==> config.mk <==
export PLATFORM = sky130hd
export DESIGN_NAME = ucib_channel
export DESIGN_NICKNAME = d
export VERILOG_FILES = /design/src/ucib_pkg.sv /design/src/ucib_channel.sv
export VERILOG_INCLUDE_DIRS = /design/src
export SDC_FILE = /design/constraint.sdc
export NUM_CORES = 1
export LEC_CHECK = 0
export BUFFER_PORTS_ARGS = -buffer_cell sky130_fd_sc_hd__buf_2
export CORE_MARGIN = 2
export CORE_UTILIZATION = 45
export CTS_CLUSTER_DIAMETER = 50
export DETAILED_ROUTE_END_ITERATION = 12
export PLACE_DENSITY = 0.62
export SLEW_MARGIN = 20
export SYNTH_ARGS = -nofsm -noshare
export SYNTH_HDL_FRONTEND = slang
export SYNTH_SLANG_ARGS = --single-unit
==> constraint.sdc <==
create_clock -name clk -period 5.6 [get_ports clk]
set_clock_uncertainty 0.05 [all_clocks]
set_input_delay 0.56 -clock clk [delete_from_list [all_inputs] [get_ports clk]]
set_output_delay 0.56 -clock clk [all_outputs]
set_load 0.03 [all_outputs]
==> src/ucib_defines.svh <==
// Purpose: Shared constants of one serial channel.
// Assumes: Included by its bare name.
// Notes:   Offsets, codes, reset values, tick counts and FIFO levels only.
`ifndef UCIB_DEFINES_SVH
`define UCIB_DEFINES_SVH
// Host access offsets.
`define UCIB_ADDR_DATA  3'h0
`define UCIB_ADDR_IEN   3'h1
`define UCIB_ADDR_ISR   3'h2
`define UCIB_ADDR_LCTL  3'h3
`define UCIB_ADDR_MCTL  3'h4
`define UCIB_ADDR_LSTAT 3'h5
`define UCIB_ADDR_MSTAT 3'h6
// Interrupt status codes, highest priority first.
`define UCIB_ISR_LINE   8'h06
`define UCIB_ISR_RXD    8'h04
`define UCIB_ISR_TOUT   8'h0C
`define UCIB_ISR_THRE   8'h02
`define UCIB_ISR_MODEM  8'h00
`define UCIB_ISR_NONE   8'h01
`define UCIB_ISR_FIFO   8'hC0
// Oversampling: last tick of a bit, and the half-bit tick.
`define UCIB_TICK_LAST  4'hF
`define UCIB_TICK_HALF  4'h7
// Receive trigger levels and FIFO capacity.
`define UCIB_TRIG_1     5'h01
`define UCIB_TRIG_4     5'h04
`define UCIB_TRIG_8     5'h08
`define UCIB_TRIG_14    5'h0E
`define UCIB_DEPTH      5'h10
// Reset values.
`define UCIB_DIV_RST    8'h00
`define UCIB_MDM_IDLE   4'hF
`endif

==> src/ucib_pkg.sv <==
// Purpose: Types of the serial channel.
// Assumes: Used by ucib_channel only.
// Notes:   All channel state is one packed struct.
package ucib_pkg;
  // One-hot character phases, shared by transmitter and receiver.
  typedef enum logic [4:0] {
    UCIB_IDLE  = 5'h01,
    UCIB_START = 5'h02,
    UCIB_DATA  = 5'h04,
    UCIB_PAR   = 5'h08,
    UCIB_STOP  = 5'h10
  } ucib_phase_t;

  typedef struct packed {
    logic [15:0][7:0] tx_mem;
    logic [15:0][7:0] rx_mem;
    logic [3:0]       tx_wp, tx_rp, rx_wp, rx_rp;
    logic [4:0]       tx_cnt, rx_cnt;
    logic [3:0]       irq_enable_reg;
    logic [7:0]       div_lo, div_hi;
    logic [15:0]      baud_cnt;
    ucib_phase_t      tx_st, rx_st;
    logic [3:0]       tx_tick, tx_bit, rx_tick, rx_bit;
    logic [7:0]       tx_shift, rx_shift;
    logic             tx_par, tx_out, txp;
    logic             rx_s1, rx_s2, sel_s1, sel_s2;
    logic [3:0]       m_s1, m_s2, mprev, delta, mout;
    logic [9:0]       tout_cnt;
    logic             tout_flag, thre_flag, overrun;
    logic [7:0]       rdata;
  } ucib_state_t;
endpackage : ucib_pkg

==> src/ucib_channel.sv <==
// Purpose: One serial channel: interrupts, time-out, baud, DMA modes, loopback.
// Assumes: clk is the reference clock; pins are asynchronous and synchronised.
// Notes:   Control bytes are plain ports; only divisor and enables are held here.
// Functional notes
// - Transmit-empty flag pending right after reset.
// - Status shows only highest pending source.
// - Data ready and time-out share enable bit 0; data ranks first.
// - Data interrupt once count reaches trigger.
// - No time-out while receive FIFO empty.
// - Time-out restarts at stop centre or read.
// - Time-out fires after four character times.
// - Select low: control bit 3 gates outputs.
// - Select high: interrupt output always enabled.
// - One baud generator for both directions.
// - Baud is reference over sixteen times divisor.
// - Divisor scales rate inversely, 1 is fastest.
// - FIFO control bit 3 picks DMA mode.
// - DMA mode 0 interrupts every transfer.
// - DMA mode 1 interrupts on trigger level.
// - Status bits 6, 5: empty, free location.
// - Loopback detaches modem pins, internal inputs.
// - Loopback ties transmitter to receiver internally.
// - Loopback maps bits 3:2 to RI/CD, 1:0 CTS/DSR.
// - Loopback keeps all interrupts working.
// - Loopback shows modem changes only in 3:0.
// - Line control bit 7 exposes divisor bytes.
// - Trigger level choices 1, 4, 8, 14.
`timescale 1ns/100ps
`include "ucib_defines.svh"
module ucib_channel import ucib_pkg::*; (
  input  wire logic       clk,
  input  wire logic       rst_b,
  input  wire logic       ce,
  input  wire logic       host_wr,
  input  wire logic       host_rd,
  input  wire logic [2:0] host_addr,
  input  wire logic [7:0] host_wdata,
  input  wire logic [7:0] line_control_reg,
  input  wire logic [7:0] fifo_control_reg,
  input  wire logic [7:0] modem_control_reg,
  input  wire logic       irq_output_select_pin,
  input  wire logic       rx_pin,
  input  wire logic       cts_pin_b,
  input  wire logic       dsr_pin_b,
  input  wire logic       ri_pin_b,
  input  wire logic       cd_pin_b,
  output logic      [7:0] host_rdata,
  output logic      [7:0] line_state_reg,
  output logic      [7:0] modem_state_reg,
  output logic      [7:0] irq_status,
  output logic            channel_irq_outputs,
  output logic            channel_irq_outputs_oe,
  output logic            tx_pin,
  output logic            rts_pin_b,
  output logic            dtr_pin_b,
  output logic            user_output_one_b,
  output logic            user_output_two_b
);

  // ----------------------------------------------------------------
  // Derived configuration
  // ----------------------------------------------------------------
  ucib_state_t s;          // Registered state.
  ucib_state_t n;          // Next state.
  logic        loop;       // Loopback mode.
  logic        dlab;       // Divisor bytes exposed.
  logic        fifo_en;    // FIFOs enabled.
  logic        dma1;       // DMA mode 1 selected.
  logic [3:0]  wlen;       // Data bits per character.
  logic [3:0]  nbits;      // Bits per whole character.
  logic [9:0]  tout_lim;   // Time-out length in ticks.
  logic [15:0] divisor;    // Baud divisor.
  logic        tick;       // One 16x baud tick.
  logic [4:0]  cap;        // Usable FIFO depth.
  logic [4:0]  trig;       // Receive trigger level.
  logic        rx_in;      // Receiver serial input.
  logic [3:0]  msr_now;    // CD, RI, DSR, CTS, active high.
  logic        rx_pop, tx_push, tx_pop, rx_push, rx_drop;
  logic        rx_lvl, p_line, p_rx, p_to, p_thre, p_mdm;

  assign loop    = modem_control_reg[4];
  assign dlab    = line_control_reg[7];
  assign fifo_en = fifo_control_reg[0];
  assign dma1    = fifo_control_reg[3] & fifo_en;
  assign wlen    = {2'h0, line_control_reg[1:0]} + 4'h5;
  assign nbits   = 4'h1 + wlen + {3'h0, line_control_reg[3]}
                   + (line_control_reg[2] ? 4'h2 : 4'h1);
  // Four characters of sixteen ticks per bit.
  assign tout_lim = {nbits, 6'h00};
  assign divisor  = {s.div_hi, s.div_lo};
  // One tick source feeds both directions.
  // Tick every divisor cycles, sixteen per bit.
  // A divisor of 1 ticks every cycle.
  // A count left above a freshly lowered divisor ticks at once instead of wrapping.
  assign tick = (divisor != 16'h0000) && (s.baud_cnt >= divisor - 16'h0001);
  // Without FIFOs the channel behaves as a single holding byte.
  assign cap  = fifo_en ? `UCIB_DEPTH : 5'h01;

  always_comb begin
    unique case (fifo_control_reg[7:6])
      2'h0: trig = `UCIB_TRIG_1;
      2'h1: trig = `UCIB_TRIG_4;
      2'h2: trig = `UCIB_TRIG_8;
      2'h3: trig = `UCIB_TRIG_14;
    endcase
  end

  // Receiver hears the transmitter in loopback.
  assign rx_in = loop ? s.tx_out : s.rx_s2;
  // Modem inputs come from internal sources in loopback.
  // Bit 3 to RI, bit 2 to CD, RTS to CTS, DTR to DSR.
  assign msr_now = loop ? {modem_control_reg[2], modem_control_reg[3],
                           modem_control_reg[0], modem_control_reg[1]}
                        : ~s.m_s2;

  // ----------------------------------------------------------------
  // Transfer strobes
  // ----------------------------------------------------------------
  // Data offset reaches the FIFOs only with bit 7 clear.
  assign rx_pop  = host_rd && (host_addr == `UCIB_ADDR_DATA) && !dlab
                   && (s.rx_cnt != 5'h00);
  assign tx_push = host_wr && (host_addr == `UCIB_ADDR_DATA) && !dlab
                   && (s.tx_cnt != cap);
  assign tx_pop  = tick && (s.tx_st == UCIB_IDLE) && (s.tx_cnt != 5'h00);
  // Stop bit centre is the last tick of the stop phase.
  assign rx_push = tick && (s.rx_st == UCIB_STOP)
                   && (s.rx_tick == `UCIB_TICK_LAST);
  assign rx_drop = rx_push && (s.rx_cnt == cap);

  // ----------------------------------------------------------------
  // Interrupt sources and priority
  // ----------------------------------------------------------------
  // Mode 0 raises on every received character.
  // Mode 1 raises on trigger level for block moves.
  // Trigger reached raises the data interrupt.
  assign rx_lvl = dma1 ? (s.rx_cnt >= trig) : (s.rx_cnt != 5'h00);
  // Both receive sources share enable bit 0.
  assign p_rx   = s.irq_enable_reg[0] & rx_lvl;
  // Time-out needs a non-empty receive FIFO.
  assign p_to   = s.irq_enable_reg[0] & s.tout_flag & (s.rx_cnt != 5'h00);
  assign p_line = s.irq_enable_reg[2] & s.overrun;
  assign p_thre = s.irq_enable_reg[1] & s.thre_flag;
  // Modem changes interrupt in loopback as well.
  assign p_mdm  = s.irq_enable_reg[3] & (|s.delta);

  // Report only the single highest pending source.
  always_comb begin
    if (p_line) begin
      irq_status = `UCIB_ISR_LINE;
    end else if (p_rx) begin
      irq_status = `UCIB_ISR_RXD;
    end else if (p_to) begin
      irq_status = `UCIB_ISR_TOUT;
    end else if (p_thre) begin
      irq_status = `UCIB_ISR_THRE;
    end else if (p_mdm) begin
      irq_status = `UCIB_ISR_MODEM;
    end else begin
      irq_status = `UCIB_ISR_NONE;
    end
    if (fifo_en) begin
      irq_status = irq_status | `UCIB_ISR_FIFO;
    end
  end

  assign channel_irq_outputs    = ~irq_status[0];
  // Control bit 3 gates the output when select is low.
  // Select high keeps the output enabled.
  assign channel_irq_outputs_oe = s.sel_s2 | modem_control_reg[3];

  // Bit 6 fully empty, bit 5 a free location.
  assign line_state_reg = {1'b0,
                           (s.tx_cnt == 5'h00) && (s.tx_st == UCIB_IDLE),
                           s.tx_cnt != cap, 3'h0, s.overrun,
                           s.rx_cnt != 5'h00};
  // Live levels hidden in loopback, changes stay visible.
  assign modem_state_reg = {loop ? 4'h0 : msr_now, s.delta};

  assign host_rdata        = s.rdata;
  assign tx_pin            = s.txp;
  assign dtr_pin_b         = s.mout[0];
  assign rts_pin_b         = s.mout[1];
  assign user_output_one_b = s.mout[2];
  assign user_output_two_b = s.mout[3];

  // Parity of the low w bits; even selects even parity.
  function automatic logic ucib_parity(input logic [7:0] d,
                                       input logic [3:0] w,
                                       input logic       even);
    logic [7:0] m;
    m = 8'hFF >> (4'h8 - w);
    return (^(d & m)) ^ ~even;
  endfunction : ucib_parity

  // ----------------------------------------------------------------
  // Next state
  // ----------------------------------------------------------------
  always_comb begin
    n = s;
    // Two flops on every asynchronous input before use.
    n.rx_s1  = rx_pin;
    n.rx_s2  = s.rx_s1;
    n.sel_s1 = irq_output_select_pin;
    n.sel_s2 = s.sel_s1;
    n.m_s1   = {cd_pin_b, ri_pin_b, dsr_pin_b, cts_pin_b};
    n.m_s2   = s.m_s1;
    n.mprev  = msr_now;
    // Divisor counter restarts on each tick.
    n.baud_cnt = tick ? 16'h0000 : s.baud_cnt + 16'h0001;
    if (divisor == 16'h0000) begin
      n.baud_cnt = 16'h0000;
    end
    // Pins held inactive while looped back.
    n.mout = loop ? `UCIB_MDM_IDLE : ~modem_control_reg[3:0];
    // Line output parked at mark in loopback.
    n.txp  = loop ? 1'b1 : s.tx_out;

    // Host writes.
    if (host_wr && (host_addr == `UCIB_ADDR_DATA)) begin
      // Bit 7 set reaches the low divisor byte.
      if (dlab) begin
        n.div_lo = host_wdata;
      end else if (tx_push) begin
        n.tx_mem[s.tx_wp] = host_wdata;
        n.tx_wp           = s.tx_wp + 4'h1;
      end
    end
    if (host_wr && (host_addr == `UCIB_ADDR_IEN)) begin
      // Bit 7 set reaches the high divisor byte.
      if (dlab) begin
        n.div_hi = host_wdata;
      end else begin
        n.irq_enable_reg = host_wdata[3:0];
      end
    end

    // Host reads; the byte is held until the next read.
    if (host_rd) begin
      unique case (host_addr)
        `UCIB_ADDR_DATA: n.rdata = dlab ? s.div_lo : s.rx_mem[s.rx_rp];
        `UCIB_ADDR_IEN:   n.rdata = dlab ? s.div_hi : {4'h0, s.irq_enable_reg};
        `UCIB_ADDR_ISR:   n.rdata = irq_status;
        `UCIB_ADDR_LCTL:  n.rdata = line_control_reg;
        `UCIB_ADDR_MCTL:  n.rdata = modem_control_reg;
        `UCIB_ADDR_LSTAT: n.rdata = line_state_reg;
        `UCIB_ADDR_MSTAT: n.rdata = modem_state_reg;
        default:         n.rdata = 8'h00;
      endcase
    end
    if (rx_pop) begin
      n.rx_rp = s.rx_rp + 4'h1;
    end

    // Transmitter, advanced on baud ticks only.
    if (tick) begin
      unique case (s.tx_st)
        UCIB_IDLE: begin
          if (tx_pop) begin
            n.tx_shift = s.tx_mem[s.tx_rp];
            n.tx_par   = ucib_parity(s.tx_mem[s.tx_rp], wlen,
                                     line_control_reg[4]);
            n.tx_rp    = s.tx_rp + 4'h1;
            n.tx_out   = 1'b0;
            n.tx_tick  = 4'h0;
            n.tx_st    = UCIB_START;
          end
        end
        default: begin
          n.tx_tick = s.tx_tick + 4'h1;
          if (s.tx_tick == `UCIB_TICK_LAST) begin
            unique case (s.tx_st)
              UCIB_START: begin
                n.tx_out = s.tx_shift[0];
                n.tx_bit = 4'h0;
                n.tx_st  = UCIB_DATA;
              end
              UCIB_DATA: begin
                if (s.tx_bit == wlen - 4'h1) begin
                  n.tx_out = line_control_reg[3] ? s.tx_par : 1'b1;
                  n.tx_bit = 4'h0;
                  n.tx_st  = line_control_reg[3] ? UCIB_PAR : UCIB_STOP;
                end else begin
                  n.tx_shift = s.tx_shift >> 1;
                  n.tx_out   = s.tx_shift[1];
                  n.tx_bit   = s.tx_bit + 4'h1;
                end
              end
              UCIB_PAR: begin
                n.tx_out = 1'b1;
                n.tx_st  = UCIB_STOP;
              end
              default: begin
                // Two stop bits when bit 2 is set.
                if (s.tx_bit == {3'h0, line_control_reg[2]}) begin
                  n.tx_st = UCIB_IDLE;
                end else begin
                  n.tx_bit = s.tx_bit + 4'h1;
                end
              end
            endcase
          end
        end
      endcase
    end

    // Receiver; the start half-bit puts later samples at bit centres.
    if (tick) begin
      n.rx_tick = s.rx_tick + 4'h1;
      unique case (s.rx_st)
        UCIB_IDLE: begin
          n.rx_tick = 4'h0;
          if (!rx_in) begin
            n.rx_st = UCIB_START;
          end
        end
        UCIB_START: begin
          // A short low pulse is a false start and is ignored.
          if (s.rx_tick == `UCIB_TICK_HALF) begin
            n.rx_tick = 4'h0;
            n.rx_bit  = 4'h0;
            n.rx_st   = rx_in ? UCIB_IDLE : UCIB_DATA;
          end
        end
        UCIB_DATA: begin
          if (s.rx_tick == `UCIB_TICK_LAST) begin
            n.rx_shift = {rx_in, s.rx_shift[7:1]};
            n.rx_bit   = s.rx_bit + 4'h1;
            if (s.rx_bit == wlen - 4'h1) begin
              n.rx_st = line_control_reg[3] ? UCIB_PAR : UCIB_STOP;
            end
          end
        end
        UCIB_PAR: begin
          if (s.rx_tick == `UCIB_TICK_LAST) begin
            n.rx_st = UCIB_STOP;
          end
        end
        default: begin
          if (rx_push) begin
            n.rx_st = UCIB_IDLE;
          end
        end
      endcase
    end
    // A full FIFO drops the new character and flags overrun.
    if (rx_push && !rx_drop) begin
      n.rx_mem[s.rx_wp] = s.rx_shift >> (4'h8 - wlen);
      n.rx_wp           = s.rx_wp + 4'h1;
    end
    n.rx_cnt = s.rx_cnt + {4'h0, rx_push && !rx_drop} - {4'h0, rx_pop};
    n.tx_cnt = s.tx_cnt + {4'h0, tx_push} - {4'h0, tx_pop};

    // Restart on stop centre or host read.
    if (rx_push || rx_pop) begin
      n.tout_cnt = 10'h000;
    end else if (tick && (s.rx_cnt != 5'h00) && (s.tout_cnt != tout_lim)) begin
      n.tout_cnt = s.tout_cnt + 10'h001;
    end
    // Flag once the count reaches four characters.
    n.tout_flag = (s.tout_flag || (s.tout_cnt == tout_lim))
                  && (s.rx_cnt != 5'h00) && !rx_pop;

    // Sticky flags; a new event wins over a clear in the same cycle.
    n.overrun = (s.overrun && !(host_rd && (host_addr == `UCIB_ADDR_LSTAT)))
                || rx_drop;
    n.delta = (s.delta & ~{4{host_rd && (host_addr == `UCIB_ADDR_MSTAT)}})
              | {s.mprev[3] ^ msr_now[3], s.mprev[2] & ~msr_now[2],
                 s.mprev[1] ^ msr_now[1], s.mprev[0] ^ msr_now[0]};
    // Mode 0 signals each freed transmit location.
    // Mode 1 signals only when the FIFO drained.
    n.thre_flag = (s.thre_flag && !tx_push
                   && !(host_rd && (host_addr == `UCIB_ADDR_ISR)
                        && (irq_status[3:0] == `UCIB_ISR_THRE)))
                  || (tx_pop && (!dma1 || (s.tx_cnt == 5'h01)));
  end

  // ----------------------------------------------------------------
  // State register
  // ----------------------------------------------------------------
  always_ff @(posedge clk) begin
    if (!rst_b) begin
      s           <= '0;
      s.tx_st     <= UCIB_IDLE;
      s.rx_st     <= UCIB_IDLE;
      s.tx_out    <= 1'b1;
      s.txp       <= 1'b1;
      s.rx_s1     <= 1'b1;
      s.rx_s2     <= 1'b1;
      s.m_s1      <= `UCIB_MDM_IDLE;
      s.m_s2      <= `UCIB_MDM_IDLE;
      s.mout      <= `UCIB_MDM_IDLE;
      s.div_lo    <= `UCIB_DIV_RST;
      s.div_hi    <= `UCIB_DIV_RST;
      // Transmit holding empty is pending out of reset.
      s.thre_flag <= 1'b1;
    end else if (ce) begin
      s <= n;
    end
  end
endmodule : ucib_channel

==> qor.yml <==
status: "finished, final reports clean"
area_growth_pct: 9.71
path_class: "register to register"
leakagePower_nw: 8.93
gp_congestion: 0.907
fp.dieArea_mm2: 0.0480
dpl_cell_area_mm2: 0.0212
overflow: 0
io_buffer_count: 74
highest_layer: "met4"
hold_buffers: 0
hold_viol: 0
cts_resized: 0
crit_path_top_delay_cell: "or4_1"
holdWs_ns: 0.141
irDropWorstVdd_uv: 231
insertedDiodeCount: 0
yosys_most_used_dff: "dfxtp_1"
cts_setup_buffers: 0
wirelength_um: 53700
slew_violations: 0
regMostFlops: "s"
clk_latency_ns: 0.60
dp_hpwl_um: 36200
cts_buffers: 48
hold_depth: 3
clockBufferDepth: 3
rows: 78
grt_pass1_wl_um: 85200
synth_cell_type_count: 82
crit_chain: "or4_1 -> nor4_2 -> nand3_1 -> xor2_1 -> ha_1 -> nand4_1 -> o21ai_0 -> a31o_2 -> nand2_1 -> nor2_1 -> nand2_1 -> ha_1 -> inv_1 -> ha_1 -> inv_1 -> fa_1 -> inv_1 -> a21oi_1 -> nor2_1 -> nor2_1 -> xnor2_1 -> nand2_1 -> xor2_1 -> nor2_1"
min_from: "dsr_pin_b"
period_share: 0.876
reg2reg_setup_slack_ns: 0.69
cap_viol_max_count: 0
yosys_warnings: 0
die_y_um: 219
worstSetupStartpointType: "register"
slew_headroom: 0.328
wl_met3_um: 2790
grtUsageTotal: 0.224
post-route-util: 0.501
die_w_um: 219
drtPass1Iterations: 6
required_ns: 5.99
fmax_mhz: 204
rsz0062_at_grt: "false"
rr_worst_depth: 24
wl_per_cell_um: 19.2
synth_area_leaders: "dfxtp_1, mux2i_1, mux4_2, nor2_1, ha_1"
start_util: 0.457
dr.first_iter.drc_count: 1311
netlist.area_leader.share: 0.392
first_global_vias: 15400
clkTransAtPathRegs_ns: 0.06
max_stage_delay_ns: 0.63
core-area_mm2: 0.0456
yosysTopAreaCell: "dfxtp_1"
fillers: 4166
wl_met2_um: 25400
io_pins: 85
layout.cells.non_filler: 2797
synth.most_common_cell: "dfxtp_1"
crit_path_frequent_cell: "nor2_1"
syn_avg_cell_area_um2: 9.46
powerDensity_mw_per_mm2: 291
r2r_start: "divisor[8]"
synth_seq_area_share: 0.392
synth_area_mm2: 0.0208
cts_sinks: 408
htree_levels: 2
vias: 16100
drive_gt1_frac: 0.125
setup_violations: 0
ant_nets: 0
grt_max_degree: 165
worstHoldPathType: "primary input to register"
cts_tree: "built"
cp-end-kind: "register"
post-place-cells: 2709
largest_reg_flops: 368
avgViaCountPerCell: 5.75
fin_tns_setup_ns: 0
root_buffer: "clkbuf_16"
syn_inst: 2202
cp-startpoint: "divisor[8]"
wl_met1_um: 23900
nets: 2267
synth_edf_count: 0
fin_crit_ns: 4.91
drc: 0
async_flop_share: 0
tightest_slew_ns: 1.01
critPathMaxFanout: 7
final_area_mm2: 0.0229
antenna_found_initial: 0
cp.arrival_ns: 5.29
netlist_top_cells_count: "dfxtp_1, nor2_1, mux2i_1, nand2_1"
ys_ff_latch: 408
==> metal layers <==
| metal | vias up | global-route usage |
|---|---|---|
| met2 | 442 | 0.376 |
| met4 | 0 | 0.0741 |
| met5 | - | 0 |
| li1 | 7718 | - |
| met3 | 96 | 0.0358 |
| met1 | 7833 | 0.295 |
==> layout by cell type (no fill, tap or decap), types with 13 or more instances in the layout <==
cell | netlist | final
xor2_1 | 23 | 23
and3_1 | 34 | 34
inv_1 | 52 | 51
mux2i_1 | 286 | 286
nor2_1 | 341 | 341
dfxtp_1 | 408 | 406
clkbuf_16 | 0 | 48
nor4_1 | 13 | 13
nand4_1 | 26 | 26
nand3_1 | 90 | 90
ha_1 | 58 | 58
a21oi_1 | 86 | 86
a211oi_1 | 15 | 15
a21o_1 | 16 | 16
nand2_1 | 107 | 107
nor2b_1 | 14 | 14
nor3_1 | 27 | 26
a221oi_1 | 13 | 13
mux4_2 | 58 | 58
buf_4 | 23 | 16
xnor2_1 | 31 | 31
buf_2 | 31 | 74
nand2b_1 | 13 | 13
clkbuf_1 | 104 | 15
o21ai_0 | 104 | 104
==> stage by stage <==
| stage | setup slack, ns | power [mW] |
|---|---|---|
| floorplan | 0.889 | 3.32 |
| CTS | 0.711 | 6.70 |
| detailed placement | 0.732 | 3.44 |
| global route | 0.336 | 6.86 |
| global placement | 0.781 | 3.43 |
| finish | 0.693 | 6.64 |
==> area by class of cell <==
cell class	instances	area, um2	share of cell area
clock buffers	71	1370	0.0598
well taps	600	751	0.0329
repair buffers	91	510	0.0223
multi-input cells	1558	11600	0.506
clock inverters	17	283	0.0124
flip-flops and latches	408	8170	0.358
inverters	52	203	0.00887
==> where the power goes <==
part	internal (mW)	total (mW)	switching, mW
Combinational	0.131	0.428	0.297
Clock	1.98	3.26	1.28
Sequential	2.93	2.95	0.0229
Total	5.04	6.64	1.60
==> logic make-up (layout without fill, tap and decap cells) <==
logic type | after synthesis | in the layout | synth area share
compound gates | 318 | 318 | 0.0954
other cells | 1 | 6 | 0.000180
xor+xnor | 56 | 56 | 0.0243
fa+ha+maj | 62 | 62 | 0.0387
buf+inv | 241 | 231 | 0.0553
flops | 408 | 408 | 0.392
mux | 361 | 361 | 0.218
simple gates | 755 | 755 | 0.176
==> worst paths after layout <==
path,end
worst max-delay path,s[130]
worst min-delay path,n[34]
worst max register to register,s[130]
worst min register to register,host_rdata[4]
==> worst max-delay path: cells and delay by family, from the launching register on <==
family	cells	cell delay [ns]
AOI/OAI and AO/OA	3	0.53
xor gates and xnor gates	3	0.46
and+or+nand+nor	11	2.00
adders and majority gates	4	1.17
DFF	1	0.37
buffers and inverters	3	0.18
(Power assumes the default switching activity.)
